`src/sld_defines.vh`:
```
`ifndef SLD_DEFINES_VH
`define SLD_DEFINES_VH

// channel count
`define SLD_NCH            8

// clock and filter timing
`define SLD_CLK_PERIOD_NS  5
`define SLD_OC_FILT_NS     2000
`define SLD_OC_FILT_CYC    ((`SLD_OC_FILT_NS + `SLD_CLK_PERIOD_NS - 1) / `SLD_CLK_PERIOD_NS)
`define SLD_OC_CNT_W       9

// slowest serial rate the sampler must follow, in kHz
`define SLD_MIN_RATE_KHZ   3300

// register byte offsets (low eight address bits decoded)
`define SLD_ADDR_W         8
`define SLD_OFS_CTRL       8'h00
`define SLD_OFS_STATUS     8'h04
`define SLD_OFS_DATA       8'h08
`define SLD_OFS_OUT        8'h0C

// control register fields
`define SLD_CTRL_DIS_BIT   0
`define SLD_CTRL_REARM_BIT 1
`define SLD_CTRL_RST       1'b0

// status register fields
`define SLD_ST_TRIP_LSB    0
`define SLD_ST_HOT_BIT     8
`define SLD_ST_LOCK_BIT    9
`define SLD_ST_FAULT_BIT   10
`define SLD_ST_OFF_BIT     11

// data register fields
`define SLD_DATA_LATCH_LSB 0
`define SLD_DATA_SHIFT_LSB 8

// pin synchroniser layout and reset pattern (oe_rearm_n and supply_low idle high)
`define SLD_PIN_W          17
`define SLD_PIN_RST        17'h00090
`define SLD_LOCK_RST       1'b1

`endif

```
`src/sld_ctrl.v`:
```
`timescale 1ns/100ps
`include "sld_defines.vh"

module sld_ctrl #(
  parameter OC_FILT_CYC = `SLD_OC_FILT_CYC, // overcurrent persistence in hclk cycles
  parameter CNT_W       = `SLD_OC_CNT_W     // filter counter width
) (
  input  wire        hclk,               // system clock, 200 MHz
  input  wire        hresetn,            // async reset, active low
  // ahb-lite slave
  input  wire        hsel,               // slave select
  input  wire [31:0] haddr,              // byte address
  input  wire [1:0]  htrans,             // transfer type
  input  wire        hwrite,             // write when high
  input  wire [2:0]  hsize,              // transfer size, word only
  input  wire [31:0] hwdata,             // write data
  input  wire        hready,             // bus ready
  output wire        hreadyout,          // slave ready
  output wire [31:0] hrdata,             // read data
  output wire        hresp,              // response, always okay
  // serial link pins
  input  wire        ser_clk,            // serial shift clock
  input  wire        ser_din,            // serial data in
  output wire        ser_dout,           // cascade data out
  input  wire        clear_in,           // clear, active high
  input  wire        load_in,            // latch load, active high
  input  wire        oe_rearm_n,         // output enable / fault rearm, active low
  // protection sense inputs
  input  wire [7:0]  oc_sense,           // per channel overcurrent comparator
  input  wire        temp_hot,           // die above thermal trip point
  input  wire        temp_cool,          // die below trip minus hysteresis
  input  wire        supply_low,         // supply below disable threshold
  input  wire        supply_ok,          // supply above release threshold
  // outputs
  output wire [7:0]  sink_on,            // channel sink drive, high sinks
  output wire        flag_o,             // fault flag pin level when driven
  output wire        flag_oe,            // fault flag pull-down enable
  output wire        low_supply_lockout  // lockout state
);

  localparam [CNT_W-1:0] OC_LAST = OC_FILT_CYC[CNT_W-1:0] - 1'b1;

  wire [`SLD_PIN_W-1:0] pin_raw;
  wire [`SLD_PIN_W-1:0] pin_s;
  wire                  ser_clk_s;
  wire                  ser_din_s;
  wire                  clear_s;
  wire                  load_s;
  wire                  oe_n_s;
  wire                  hot_s;
  wire                  cool_s;
  wire                  sup_low_s;
  wire                  sup_ok_s;
  wire [7:0]            oc_s;

  reg                   clk_prev_r;
  reg  [7:0]            shift_r;
  reg  [7:0]            latch_r;
  reg                   lock_r;
  reg                   lock_nxt;
  reg                   hot_r;
  reg                   hot_nxt;
  reg  [7:0]            trip_r;
  reg  [7:0]            trip_nxt;
  reg  [7:0]            trip_set;
  reg  [CNT_W-1:0]      oc_cnt_r [0:7];
  reg  [7:0]            sink_r;
  reg  [7:0]            sink_nxt;
  reg                   flag_oe_r;
  reg                   sw_dis_r;
  reg                   sw_rearm_r;
  reg                   ph_wr_r;
  reg  [`SLD_ADDR_W-1:0] ph_addr_r;
  reg  [31:0]           rdata_r;

  wire                  clk_rise;
  wire                  outs_off;
  wire                  rearm;
  wire                  bus_take;

  integer               i;
  integer               j;

  // pin order fixes the synchroniser reset pattern
  assign pin_raw = {oc_sense, supply_ok, supply_low, temp_cool, temp_hot,
                    oe_rearm_n, load_in, clear_in, ser_din, ser_clk};

  sld_sync #(
    .WIDTH     (`SLD_PIN_W),
    .RESET_VAL (`SLD_PIN_RST)
  ) u_sync (
    .hclk    (hclk),
    .hresetn (hresetn),
    .d       (pin_raw),
    .q       (pin_s)
  );

  assign ser_clk_s = pin_s[0];
  assign ser_din_s = pin_s[1];
  assign clear_s   = pin_s[2];
  assign load_s    = pin_s[3];
  assign oe_n_s    = pin_s[4];
  assign hot_s     = pin_s[5];
  assign cool_s    = pin_s[6];
  assign sup_low_s = pin_s[7];
  assign sup_ok_s  = pin_s[8];
  assign oc_s      = pin_s[16:9];

  // data and clock share the same synchroniser delay, so setup at the pins
  // carries over; the sampler follows any serial clock with high and low
  // phases of at least two hclk periods, well above the minimum rate
  assign clk_rise = ser_clk_s & ~clk_prev_r;

  always @(posedge hclk or negedge hresetn)
  begin
    if (!hresetn)
    begin
      clk_prev_r <= 1'b0;
      shift_r    <= 8'h00;
    end
    else
    begin
      clk_prev_r <= ser_clk_s;
      if (clk_rise)
      begin
        if (clear_s)
          shift_r <= 8'h00;
        else
          shift_r <= {shift_r[6:0], ser_din_s};
      end
    end
  end

  assign ser_dout = shift_r[7];

  // latches follow the shift register every cycle while load stays high;
  // the enable path never touches them
  always @(posedge hclk or negedge hresetn)
  begin
    if (!hresetn)
      latch_r <= 8'h00;
    else if (load_s)
      latch_r <= shift_r;
  end

  // both protection states hold between their two thresholds
  always @*
  begin
    lock_nxt = lock_r;
    if (sup_low_s)
      lock_nxt = 1'b1;
    else if (sup_ok_s)
      lock_nxt = 1'b0;
    hot_nxt = hot_r;
    if (hot_s)
      hot_nxt = 1'b1;
    else if (cool_s)
      hot_nxt = 1'b0;
  end

  always @(posedge hclk or negedge hresetn)
  begin
    if (!hresetn)
    begin
      lock_r <= `SLD_LOCK_RST;
      hot_r  <= 1'b0;
    end
    else
    begin
      lock_r <= lock_nxt;
      hot_r  <= hot_nxt;
    end
  end

  assign low_supply_lockout = lock_r;

  // lockout behaves as a held-high enable pin
  assign outs_off = oe_n_s | lock_r | hot_r | sw_dis_r;
  assign rearm    = oe_n_s | lock_r | sw_rearm_r;

  // counters only run while the channel is driven, so a tripped
  // channel cannot retrigger itself
  always @*
  begin
    for (i = 0; i < 8; i = i + 1)
      trip_set[i] = oc_s[i] & sink_r[i] & (oc_cnt_r[i] == OC_LAST);
    // a trip in the rearm cycle survives
    trip_nxt = (trip_r & ~{8{rearm}}) | trip_set;
    sink_nxt = latch_r & ~trip_nxt & ~{8{outs_off}};
  end

  always @(posedge hclk or negedge hresetn)
  begin
    if (!hresetn)
    begin
      for (j = 0; j < 8; j = j + 1)
        oc_cnt_r[j] <= {CNT_W{1'b0}};
      trip_r    <= 8'h00;
      sink_r    <= 8'h00;
      flag_oe_r <= 1'b0;
    end
    else
    begin
      for (j = 0; j < 8; j = j + 1)
      begin
        if (oc_s[j] & sink_r[j] & (oc_cnt_r[j] != OC_LAST))
          oc_cnt_r[j] <= oc_cnt_r[j] + 1'b1;
        else
          oc_cnt_r[j] <= {CNT_W{1'b0}};
      end
      trip_r    <= trip_nxt;
      sink_r    <= sink_nxt;
      flag_oe_r <= (|trip_nxt) | hot_nxt;
    end
  end

  assign sink_on = sink_r;
  assign flag_o  = 1'b0;
  assign flag_oe = flag_oe_r;

  // register read mux, shared by the address phase capture
  function [31:0] sld_rd_mux;
    input [`SLD_ADDR_W-1:0] ofs;
    begin
      sld_rd_mux = 32'h00000000;
      case (ofs)
        `SLD_OFS_CTRL:
          sld_rd_mux[`SLD_CTRL_DIS_BIT] = sw_dis_r;
        `SLD_OFS_STATUS:
        begin
          sld_rd_mux[`SLD_ST_TRIP_LSB+7:`SLD_ST_TRIP_LSB] = trip_r;
          sld_rd_mux[`SLD_ST_HOT_BIT]   = hot_r;
          sld_rd_mux[`SLD_ST_LOCK_BIT]  = lock_r;
          sld_rd_mux[`SLD_ST_FAULT_BIT] = flag_oe_r;
          sld_rd_mux[`SLD_ST_OFF_BIT]   = outs_off;
        end
        `SLD_OFS_DATA:
        begin
          sld_rd_mux[`SLD_DATA_LATCH_LSB+7:`SLD_DATA_LATCH_LSB] = latch_r;
          sld_rd_mux[`SLD_DATA_SHIFT_LSB+7:`SLD_DATA_SHIFT_LSB] = shift_r;
        end
        `SLD_OFS_OUT:
          sld_rd_mux[7:0] = sink_r;
        default:
          sld_rd_mux = 32'h00000000;
      endcase
    end
  endfunction

  // zero wait state slave; hsize is not checked, word access assumed
  assign bus_take = hsel & hready & htrans[1];

  always @(posedge hclk or negedge hresetn)
  begin
    if (!hresetn)
    begin
      ph_wr_r    <= 1'b0;
      ph_addr_r  <= {`SLD_ADDR_W{1'b0}};
      rdata_r    <= 32'h00000000;
      sw_dis_r   <= `SLD_CTRL_RST;
      sw_rearm_r <= `SLD_CTRL_RST;
    end
    else
    begin
      ph_wr_r <= bus_take & hwrite;
      if (bus_take)
        ph_addr_r <= haddr[`SLD_ADDR_W-1:0];
      // read data is captured at the address phase so it stands all of the data phase
      if (bus_take & ~hwrite)
        rdata_r <= sld_rd_mux(haddr[`SLD_ADDR_W-1:0]);
      // rearm is a one-cycle pulse and reads back as zero
      sw_rearm_r <= 1'b0;
      if (ph_wr_r && (ph_addr_r == `SLD_OFS_CTRL))
      begin
        sw_dis_r   <= hwdata[`SLD_CTRL_DIS_BIT];
        sw_rearm_r <= hwdata[`SLD_CTRL_REARM_BIT];
      end
    end
  end

  assign hreadyout = 1'b1;
  assign hrdata    = rdata_r;
  assign hresp     = 1'b0;

endmodule // sld_ctrl

```
`src/sld_sync.v`:
```
`timescale 1ns/100ps
`include "sld_defines.vh"

module sld_sync #(
  parameter WIDTH                 = `SLD_PIN_W,
  parameter [WIDTH-1:0] RESET_VAL = `SLD_PIN_RST
) (
  input  wire             hclk,    // system clock
  input  wire             hresetn, // async reset, active low
  input  wire [WIDTH-1:0] d,       // asynchronous pin levels
  output wire [WIDTH-1:0] q        // levels in the hclk domain
);

  reg [WIDTH-1:0] stage1_r;
  reg [WIDTH-1:0] stage2_r;

  // stage1_r is read only by stage2_r to keep metastability contained
  always @(posedge hclk or negedge hresetn)
  begin
    if (!hresetn)
    begin
      stage1_r <= RESET_VAL;
      stage2_r <= RESET_VAL;
    end
    else
    begin
      stage1_r <= d;
      stage2_r <= stage1_r;
    end
  end

  assign q = stage2_r;

endmodule // sld_sync

```
`config.mk`:
```
export PLATFORM = sky130hd
export DESIGN_NAME = sld_ctrl
export DESIGN_NICKNAME = d
export VERILOG_FILES = /design/src/sld_ctrl.v /design/src/sld_sync.v
export VERILOG_INCLUDE_DIRS = /design/src
export SDC_FILE = /design/constraint.sdc
export NUM_CORES = 1
export LEC_CHECK = 0
export BUFFER_PORTS_ARGS = -buffer_cell sky130_fd_sc_hd__buf_2
export CAP_MARGIN = 10
export CORE_UTILIZATION = 35
export CTS_CLUSTER_SIZE = 16
export DETAILED_ROUTE_END_ITERATION = 10
export SETUP_SLACK_MARGIN = 0.2
export SYNTH_ARGS = -nofsm -noshare
export SYNTH_HDL_FRONTEND = slang
export SYNTH_HIERARCHICAL = 1
export SYNTH_SLANG_ARGS = --single-unit
```
`constraint.sdc`:
```
create_clock -name hclk -period 3.6 [get_ports hclk]
set_clock_uncertainty 0.15 [all_clocks]
set_input_delay 0.54 -clock hclk [delete_from_list [all_inputs] [get_ports hclk]]
set_output_delay 0.54 -clock hclk [all_outputs]
set_load 0.02 [all_outputs]
```
==> flow_metrics.env, run 1 <==
export IMPL_status="finished, violations left"
export IMPL_failed_checks="negative hold slack"
export IMPL_synthTopCellsByArea="dfrtp_1 (59%), nor2_1 (3.9%), mux2_1 (3.7%), xnor2_1 (3.3%), nand2_1 (3.1%)"
export IMPL_cts_hold_buf=0
export IMPL_worstSetupPathType="input pin to flip-flop"
export IMPL_cts_buffers=17
export IMPL_die_w_um=143
export IMPL_yosysTopAreaCell="dfrtp_1"
export IMPL_setup_violations=0
export IMPL_p_leak_nw=3.69
export IMPL_yosys_top_cells_count="dfrtp_1 (164), nor2_1 (72), nand2_1 (58)"
export IMPL_ys_async_sr_fraction=1.00
export IMPL_clock_path_buffers=2
export IMPL_crit_fanout=15
export IMPL_combPwrFrac=0.034
export IMPL_grt_pass1_vias=4599
export IMPL_drive_gt1_frac=0.178
export IMPL_synth_most_common_cell="dfrtp_1"
export IMPL_layoutNonFillerInstCount=940
export IMPL_fin_crit_sh=0.582
export IMPL_arrival_ps=2320
export IMPL_core_mm2=0.0195
export IMPL_cts_sinks=169
export IMPL_cts_setup_buffers=0
export IMPL_ioPinCount=137
export IMPL_yosysUniqueCellTypes=49
export IMPL_dpl_hpwl_um=9470
export IMPL_relSlewSlack=0.400
export IMPL_fin_setup_tns_ps=0
export IMPL_area_delta_synth_final_pct=16.1
export IMPL_slew_violations=0
export IMPL_synth_top_area_share=0.586
export IMPL_p_switching_w=0.000873
export IMPL_cts_resized_gates=0
export IMPL_track_usage=0.145
export IMPL_synth_ff_type="dfrtp_1"
export IMPL_ir_worst_vdd_mv=0.294
export IMPL_powerDensity_mw_per_mm2=479
export IMPL_synthCells=589
export IMPL_grt_max_degree=76
export IMPL_required_ps=3820
export IMPL_synth_edf_count=0
export IMPL_drt_first_pass_iters=5
export IMPL_hold_path_class="input pin to async pin"
export IMPL_nets=761
export IMPL_worst_pin_slew_ps=894
export IMPL_clockRootBuffer="clkbuf_16"
export IMPL_pwr_share_clk=0.455
export IMPL_pwr_share_seq=0.511
export IMPL_pre_cts_slack_ps=1060
export IMPL_ys_warn_count=6
export IMPL_place_congestion=0.771
export IMPL_totalWireLength_um=13500
export IMPL_start_util=0.359
export IMPL_r2r_setup_slack_ps=1620
export IMPL_rsz0062_at_grt="false"
export IMPL_antenna_found_initial=0
export IMPL_cts_clk_slew_worst_paths_ps=70
export IMPL_slowest_delay_ps=760
export IMPL_num_vias=4488
export IMPL_dieArea_mm2=0.0206
export IMPL_crit_chain="buf_2, or4_4, nor4_4, a22o_1, a21o_1"
export IMPL_syn_area_per_cell_um2=11.9
export IMPL_reg2reg_from="oc_cnt_r[0]"
export IMPL_r2r_end="flag_oe"
export IMPL_cp_buffers_inverters=1
export IMPL_rows=51
export IMPL_cp_start_kind="input pin"
export IMPL_portBuffers=59
export IMPL_antenna_left=0
export IMPL_cap_violations=0
export IMPL_drt_iter0_markers=339
export IMPL_cp_top_family="simple AND/OR/NAND/NOR gates"
export IMPL_fmax_mhz=477
export IMPL_cp_end_kind="flip-flop"
export IMPL_tritoncts="built"
export IMPL_r2r_cells=5
export IMPL_htree_levels=4
export IMPL_overflow=0
export IMPL_final_fill_count=1850
export IMPL_p_sw_frac=0.225
export IMPL_fin_ws_ps=1510
export IMPL_intPower_w=0.00302
export IMPL_cpMaxStageDelayCell="nor4_4"
export IMPL_die_height_um=143
export IMPL_ys_ff_latch=169
export IMPL_clk_latency_ps=430
export IMPL_final_min_clock_period_ps=2090
export IMPL_routed_via_density=4.77
export IMPL_synth_cell_area_mm2=0.00700
export IMPL_grt_pass1_wl_um=22700
export IMPL_diodes=0
export IMPL_drc=0
export IMPL_synth_seq_area_share=0.605
export IMPL_wl_per_cell_um=14.4
export IMPL_placed_cells=908
export IMPL_hold_viol=15
export IMPL_holdWs_ps=-18.6
[metrics by stage]
| step | util | instance area, um2 | total power [W] |
|---|---|---|---|
| 4_1_cts | 0.416 | 8130 | 0.00395 |
| 2_1_floorplan | - | 7060 | 0.00209 |
| 3_5_place_dp | 0.387 | 7550 | 0.00216 |
| 3_3_place_gp | 0.387 | 7550 | 0.00215 |
| 5_1_grt | 0.416 | 8130 | 0.00405 |
| 6_report | 0.416 | 8130 | 0.00389 |
[how the worst max path moves through the flow]
stage / from / to / slack [ps] / cells past startpoint
floorplan: haddr[5] / hrdata[2] / 1640 / 5
finish: haddr[5] / hrdata[10] / 1510 / 5
global placement: haddr[5] / hrdata[10] / 1070 / 5
global route: haddr[5] / hrdata[4] / 1440 / 5
CTS: haddr[5] / hrdata[8] / 1510 / 5
detailed placement: haddr[5] / hrdata[8] / 1060 / 5
[state kept, by name (all words and copies together) (netlist names), 8 cells and up]
register and flops:
ph_addr_r 8, trip_r 8, sink_on 8, latch_r 8
u_sync/stage1_r 17, shift_r 8, oc_cnt_r 72, hrdata 16
u_sync/q 17
[placed cells by master, fill, tap and decap left out, drive strengths merged, types with 16 or more instances in the layout]
cell type	Yosys	routed
buf	22	63
clkbuf	4	17
conb	2	19
dfrtp	164	164
inv	21	23
mux2	23	23
nand2	58	58
nand3	18	18
nor2	72	72
nor3	18	18
o21ai	22	22
or3	17	17
xnor2	26	26
xor2	16	16
[kinds of logic (layout without fill, tap and decap cells)]
group	Yosys count	in the layout	share of synthesized area
AND/OR/NAND/NOR	223	223	0.161
other	2	19	0.00107
buffers and inverters	47	116	0.0386
multiplexers	24	24	0.0402
adder cells (fa/ha/maj)	8	8	0.0143
flip-flops	169	169	0.605
XOR/XNOR	42	42	0.0525
AO/OA/AOI/OAI	74	74	0.0870
[power groups by stage]
stage	clock, W	sequential, W	combinational, W
after floorplan	0	0.00201	0.0000813
after global placement	0	0.00202	0.000134
after detailed placement	0	0.00202	0.000138
after CTS	0.00182	0.00199	0.000139
after global routing	0.00190	0.00199	0.000153
final	0.00177	0.00199	0.000134
[final cells by class]
type / count / area (um2) / share of cell area
multi-input combinational: 390 / 2560 / 0.315
timing repair buffer: 63 / 344 / 0.0423
sequential: 169 / 4240 / 0.521
clock inverter: 15 / 151 / 0.0186
tap: 265 / 332 / 0.0408
clock buffer: 17 / 425 / 0.0524
inverter: 21 / 78.8 / 0.00970
[worst register-to-register path, stage by stage (launching register included)]
cell	delay [ps]
dfrtp_1	400
ha_1	230
nand3_1	240
o41ai_2	160
nor4_1	520
nand4_1	150
[layer usage]
layer	wire length, um	up-vias	GRT usage
met1	6090	2233	0.186
li1	-	2144	-
met2	6650	96	0.231
met3	594	15	0.0423
met5	0	-	0
met4	197	0	0.0538
Note: power is estimated with default switching activity, not from simulation.
==> run 2, diff against run 1 <==
==> constraint.sdc (replaced) <==
create_clock -name hclk -period 1.9 [get_ports hclk]
set_clock_uncertainty 0.15 [all_clocks]
set_input_delay 0.285 -clock hclk [delete_from_list [all_inputs] [get_ports hclk]]
set_output_delay 0.285 -clock hclk [all_outputs]
set_load 0.02 [all_outputs]
==> run 2 against run 1 <==
  * The run now ends clean
  * Power is 98% higher
  * First-iteration DRC count is 41% lower
  * Clock power is 100% higher
  * Non-clock buffer count is 82 higher
  * Final cell count is 8.8% higher
  * Sequential share of layout area is 5.9 points lower
  * Combinational power is 150% higher
  * Sequential cell count stayed put
  * Register-to-register slack worse by 1500 ps
  * Worst setup slack worse by 1400 ps
  * Final area is 13% higher
  * Critical path type is now flip-flop to flip-flop
==> flow_metrics.env, run 2 (same netlist as run 1, synthesis figures left out) <==
export IMPL_status="completed"
export IMPL_p_switching_w=0.00160
export IMPL_p_sw_frac=0.207
export IMPL_grt_pass1_wl_um=24400
export IMPL_tritoncts="built"
export IMPL_ioPinCount=137
export IMPL_drc=0
export IMPL_clk_latency_ps=420
export IMPL_worst_pin_slew_ps=570
export IMPL_pwr_share_clk=0.468
export IMPL_largest_register_ffs=72
export IMPL_grt_pass1_vias=4965
export IMPL_fin_crit_sh=0.936
export IMPL_combPwrFrac=0.043
export IMPL_antenna_found_initial=0
export IMPL_relSlewSlack=0.620
export IMPL_clock_path_buffers=2
export IMPL_totalWireLength_um=15000
export IMPL_dpl_hpwl_um=10200
export IMPL_p_leak_nw=4.29
export IMPL_core_mm2=0.0195
export IMPL_htree_levels=4
export IMPL_portBuffers=59
export IMPL_rsz0062_at_grt="true"
export IMPL_crit_fanout=7
export IMPL_final_area_mm2=0.00917
export IMPL_final_fill_count=1736
export IMPL_nets=844
export IMPL_diodes=0
export IMPL_cp_end_kind="flip-flop"
export IMPL_place_congestion=0.777
export IMPL_grt_max_degree=50
export IMPL_cts_clk_slew_worst_paths_ps=60
export IMPL_drive_gt1_frac=0.272
export IMPL_fin_setup_tns_ps=0
export IMPL_intPower_w=0.00611
export IMPL_routed_via_density=4.80
export IMPL_hold_depth=3
export IMPL_fin_util=0.470
export IMPL_final_common_cell="dfrtp_1"
export IMPL_wl_per_cell_um=14.6
export IMPL_overflow=0
export IMPL_placed_cell_area_mm2=0.00788
export IMPL_final_seq_area_mm2=0.00424
export IMPL_slew_violations=0
export IMPL_ir_worst_vdd_mv=0.684
export IMPL_powerDensity_mw_per_mm2=841
export IMPL_drt_first_pass_iters=4
export IMPL_pwr_share_seq=0.489
export IMPL_setup_violations=0
export IMPL_die_w_um=143
export IMPL_final_cell_mix="dfrtp_1 (163), nor2_1 (65), nand2_1 (58), buf_2 (58), buf_4 (46)"
export IMPL_arrival_ps=1920
export IMPL_multi_input_area_mm2=0.00282
export IMPL_fmax_mhz=562
export IMPL_dieArea_mm2=0.0206
export IMPL_rows=51
export IMPL_required_ps=2040
export IMPL_drt_iter0_markers=199
export IMPL_cp_start_kind="flip-flop"
export IMPL_cap_violations=0
export IMPL_track_usage=0.155
export IMPL_start_util=0.359
export IMPL_hold_viol=0
export IMPL_cts_buffers=17
export IMPL_die_height_um=143
export IMPL_worstSetupPathType="flip-flop to flip-flop"
export IMPL_antenna_left=0
export IMPL_final_min_clock_period_ps=1780
export IMPL_num_vias=4907
export IMPL_hold_path_class="input pin to flip-flop"
export IMPL_largest_register="oc_cnt_r"
export IMPL_r2r_cells=6
export IMPL_clockRootBuffer="clkbuf_16"
export IMPL_area_delta_synth_final_pct=31.0
export IMPL_cts_sinks=169
-- run 2: cell types whose count changed in the layout (fill, tap and decap cells not counted), sizes merged --
cell and change:
nand2b +1, dlygate4sd3 +27, bufinv +2, clkinvlp -3, inv -2, clkinv -4, buf +55, clkbuf +7
-- run 2: power groups by stage --
stage | Sequential (W) | Clock (W) | Combinational, W
3_3_place_gp | 0.00383 | 0 | 0.000282
3_5_place_dp | 0.00383 | 0 | 0.000291
4_1_cts | 0.00377 | 0.00370 | 0.000337
6_report | 0.00377 | 0.00361 | 0.000333
2_1_floorplan | 0.00381 | 0 | 0.000155
5_1_grt | 0.00378 | 0.00386 | 0.000375
-- run 2: area by class of cell --
type	instances	area share
flip-flops and latches	169	0.462
multi-input cells	391	0.307
repair buffers	145	0.119
clock buffers	24	0.0514
well taps	265	0.0362
clock inverters	8	0.0157
inverters	21	0.00860
-- run 2: stage by stage --
step / hold WS (ps) / worst slack (ps) / total power, W / cells
floorplan: -161 / 214 / 0.00396 / 606
global placement: 118 / 72.7 / 0.00411 / 947
detailed placement: 124 / 37.4 / 0.00412 / 947
CTS: 62.1 / 103 / 0.00780 / 1010
global route: 80.1 / 60.8 / 0.00802 / 1023
finish: 73.9 / 122 / 0.00771 / 1023
-- run 2: path summary, 6_finish.rpt --
check                      slack, ps           end                 from
max                              120       flag_oe   low_supply_lockout
min                               70  ph_addr_r[2]             haddr[2]
max reg2reg                      120       flag_oe   low_supply_lockout
min reg2reg                      200  u_sync/q[12]  u_sync/stage1_r[12]
max in group asynchronous        730    hrdata[15]              hresetn
min in group asynchronous        230  oc_cnt_r[63]              hresetn
-- run 2: metal layers --
layer	vias up	track usage	part of all wire
met5	-	0	0
met1	2468	0.188	0.43
met4	0	0.0733	0.018
li1	2323	-	-
met3	18	0.0397	0.042
met2	98	0.256	0.51
-- run 2: timing repair --
action,in CTS,in global routing
gates cloned,0,3
endpoints found under the setup margin,21,69
hold buffers,27,0
buffers inserted,4,10
hold endpoints to repair,66,0
resized for setup,13,47
pin swaps,5,15
-- run 2: worst max-delay path: stages, from the launching register on --
cell     delay [ps]
dfstp_2         640
or4b_1          160
o41ai_2          60
buf_4           150
nor4_4          230
buf_4           160
nand4_1          90
==> run 3, diff against run 2 <==
--- a/config.mk
+++ b/config.mk
@@ -8,9 +8,11 @@
 export LEC_CHECK = 0
 export BUFFER_PORTS_ARGS = -buffer_cell sky130_fd_sc_hd__buf_2
 export CAP_MARGIN = 10
+export CORE_ASPECT_RATIO = 0.9
 export CORE_UTILIZATION = 35
 export CTS_CLUSTER_SIZE = 16
 export DETAILED_ROUTE_END_ITERATION = 10
+export REMOVE_ABC_BUFFERS = 1
 export SETUP_SLACK_MARGIN = 0.2
 export SYNTH_ARGS = -nofsm -noshare
 export SYNTH_HDL_FRONTEND = slang
==> run 3 against run 2 <==
  * Critical path depth unchanged
  * Sequential share of layout area up 0.16 points
  * Global-route usage shrank 0.19 points
  * Sequential cell count stayed put
  * Non-clock buffer count fell by 5
  * Largest power group unchanged
  * Die area hardly changed
  * Utilization up 0.14 points
  * First-iteration DRC count increased by 61%
  * Register-to-register slack worse by 20 ps
==> flow_metrics.env, run 3 (same netlist as run 1, synthesis figures left out) <==
export IMPL_r2r_setup_slack_ps=100
export IMPL_required_ps=2110
export IMPL_final_common_cell="dfrtp_1"
export IMPL_layoutNonFillerInstCount=1003
export IMPL_setup_violations=0
export IMPL_crit_path_frequent_cell="buf_4"
export IMPL_rows=48
export IMPL_drive_gt1_frac=0.266
export IMPL_cpMaxStageDelayCell="or4b_1"
export IMPL_placed_cell_area_mm2=0.00786
export IMPL_grt_max_degree=48
export IMPL_cts_buffers=17
export IMPL_fin_util=0.471
export IMPL_cp_buffers_inverters=2
export IMPL_drt_first_pass_iters=4
export IMPL_area_delta_synth_final_pct=30.5
export IMPL_relSlewSlack=0.640
export IMPL_largest_register_ffs=72
export IMPL_cp_depth=6
export IMPL_arrival_ps=2000
export IMPL_place_congestion=0.824
export IMPL_cts_sinks=169
export IMPL_slowest_delay_ps=530
export IMPL_cp_end_kind="flip-flop"
export IMPL_slew_violations=0
export IMPL_wl_per_cell_um=14.7
export IMPL_combPwrFrac=0.043
export IMPL_crit_fanout=4
export IMPL_antenna_left=0
export IMPL_start_util=0.361
export IMPL_totalWireLength_um=14700
export IMPL_portBuffers=59
export IMPL_clock_path_buffers=2
export IMPL_fin_setup_tns_ps=0
export IMPL_htree_levels=4
export IMPL_diodes=0
export IMPL_pwr_share_seq=0.490
export IMPL_antenna_found_initial=0
export IMPL_overflow=0
export IMPL_die_w_um=151
export IMPL_p_leak_nw=4.24
export IMPL_r2r_cells=6
export IMPL_placed_cells=928
export IMPL_dpl_hpwl_um=9860
export IMPL_dieArea_mm2=0.0206
export IMPL_clockRootBuffer="clkbuf_16"
export IMPL_track_usage=0.153
export IMPL_powerDensity_mw_per_mm2=840
export IMPL_drc=0
export IMPL_cap_violations=0
export IMPL_fmax_mhz=557
export IMPL_final_area_mm2=0.00914
export IMPL_final_min_clock_period_ps=1800
export IMPL_drt_iter0_markers=321
export IMPL_hold_depth=3
export IMPL_status="completed"
export IMPL_ioPinCount=137
export IMPL_p_sw_frac=0.216
export IMPL_fin_crit_sh=0.945
export IMPL_rsz0062_at_grt="true"
export IMPL_die_height_um=136
export IMPL_routed_via_density=4.78
export IMPL_largest_register="oc_cnt_r"
export IMPL_p_switching_w=0.00166
export IMPL_final_cell_mix="dfrtp_1 (163), nor2_1 (72), buf_2 (60)"
export IMPL_cp_start_kind="flip-flop"
export IMPL_crit_chain="buf_4, or4b_1, o41ai_4, nor4_4, buf_4, nand4_1"
export IMPL_cp_top_family="simple AND/OR/NAND/NOR gates"
export IMPL_cts_clk_slew_worst_paths_ps=70
export IMPL_ir_worst_vdd_mv=0.655
export IMPL_grt_pass1_vias=4779
export IMPL_hold_viol=0
export IMPL_hold_path_class="input pin to flip-flop"
export IMPL_grt_pass1_wl_um=23800
export IMPL_clk_latency_ps=420
export IMPL_nets=839
export IMPL_core_mm2=0.0194
export IMPL_worstSetupPathType="flip-flop to flip-flop"
export IMPL_intPower_w=0.00602
export IMPL_pwr_share_clk=0.467
export IMPL_num_vias=4799
export IMPL_tritoncts="built"
export IMPL_worst_pin_slew_ps=539
run 3: cell count changes in the layout (fill, tap and decap cells not counted), moves of 3 or more:
cell      delta
buf_6        -7
nor2_1       +7
nor2_2       -6
buf_12       +3
buf_4        -3
clkbuf_1     -3
clkinv_4     +3
run 3: cell type report:
| cell class | count | area, um2 |
|---|---|---|
| tap | 250 | 313 |
| clock inverter | 10 | 143 |
| inverter | 21 | 78.8 |
| sequential | 169 | 4240 |
| timing repair buffer | 140 | 1060 |
| fill | 1693 | 10300 |
| multi-input combinational | 391 | 2830 |
| clock buffer | 22 | 474 |
run 3: path summary, 6_finish.rpt:
path,start,to
hold reg to reg,u_sync/stage1_r[1],u_sync/q[1]
setup reg to reg,sw_rearm_r,flag_oe
hold / removal,haddr[2],ph_addr_r[2]
max in group asynchronous,hresetn,u_sync/q[4]
setup / recovery,sw_rearm_r,flag_oe
min in group asynchronous,hresetn,u_sync/stage1_r[9]
run 3: worst min-delay path: stages:
cell	delay [ps]
buf_2	120
inv_1	100
o21ai_1	80
run 3: power groups by stage:
stage               clock network (W)  registers (W)  logic, W
floorplan                           0        0.00381  0.000112
global placement                    0        0.00382  0.000283
detailed placement                  0        0.00383  0.000290
CTS                           0.00364        0.00376  0.000335
global route                  0.00383        0.00377  0.000372
finish                        0.00358        0.00376  0.000330
run 3: per-stage QoR:
step	total power [W]	setup slack, ps	hold slack [ps]
5_1_grt	0.00797	38.3	44.4
2_1_floorplan	0.00392	47.4	-161
4_1_cts	0.00774	106	42.4
3_5_place_dp	0.00412	-26.6	118
6_report	0.00768	104	48.7
3_3_place_gp	0.00411	-28.8	114
run 3: repair_timing:
| item | 4_1_cts | 5_1_grt |
|---|---|---|
| setup buffers | 1 | 10 |
| pin swaps | 2 | 11 |
| hold endpoints to repair | 69 | 0 |
| cloned | 0 | 5 |
| resized for setup | 12 | 43 |
| hold buffers | 27 | 0 |
| endpoints found under the setup margin | 19 | 64 |
run 3: layer usage:
layer / wire (um) / part of all wire / global-route usage / vias up
met5: 0 / 0 / 0 / -
li1: - / - / - / 2309
met1: 6800 / 0.46 / 0.201 / 2385
met3: 510 / 0.035 / 0.0406 / 9
met2: 7270 / 0.49 / 0.244 / 96
met4: 132 / 0.0090 / 0.0506 / 0
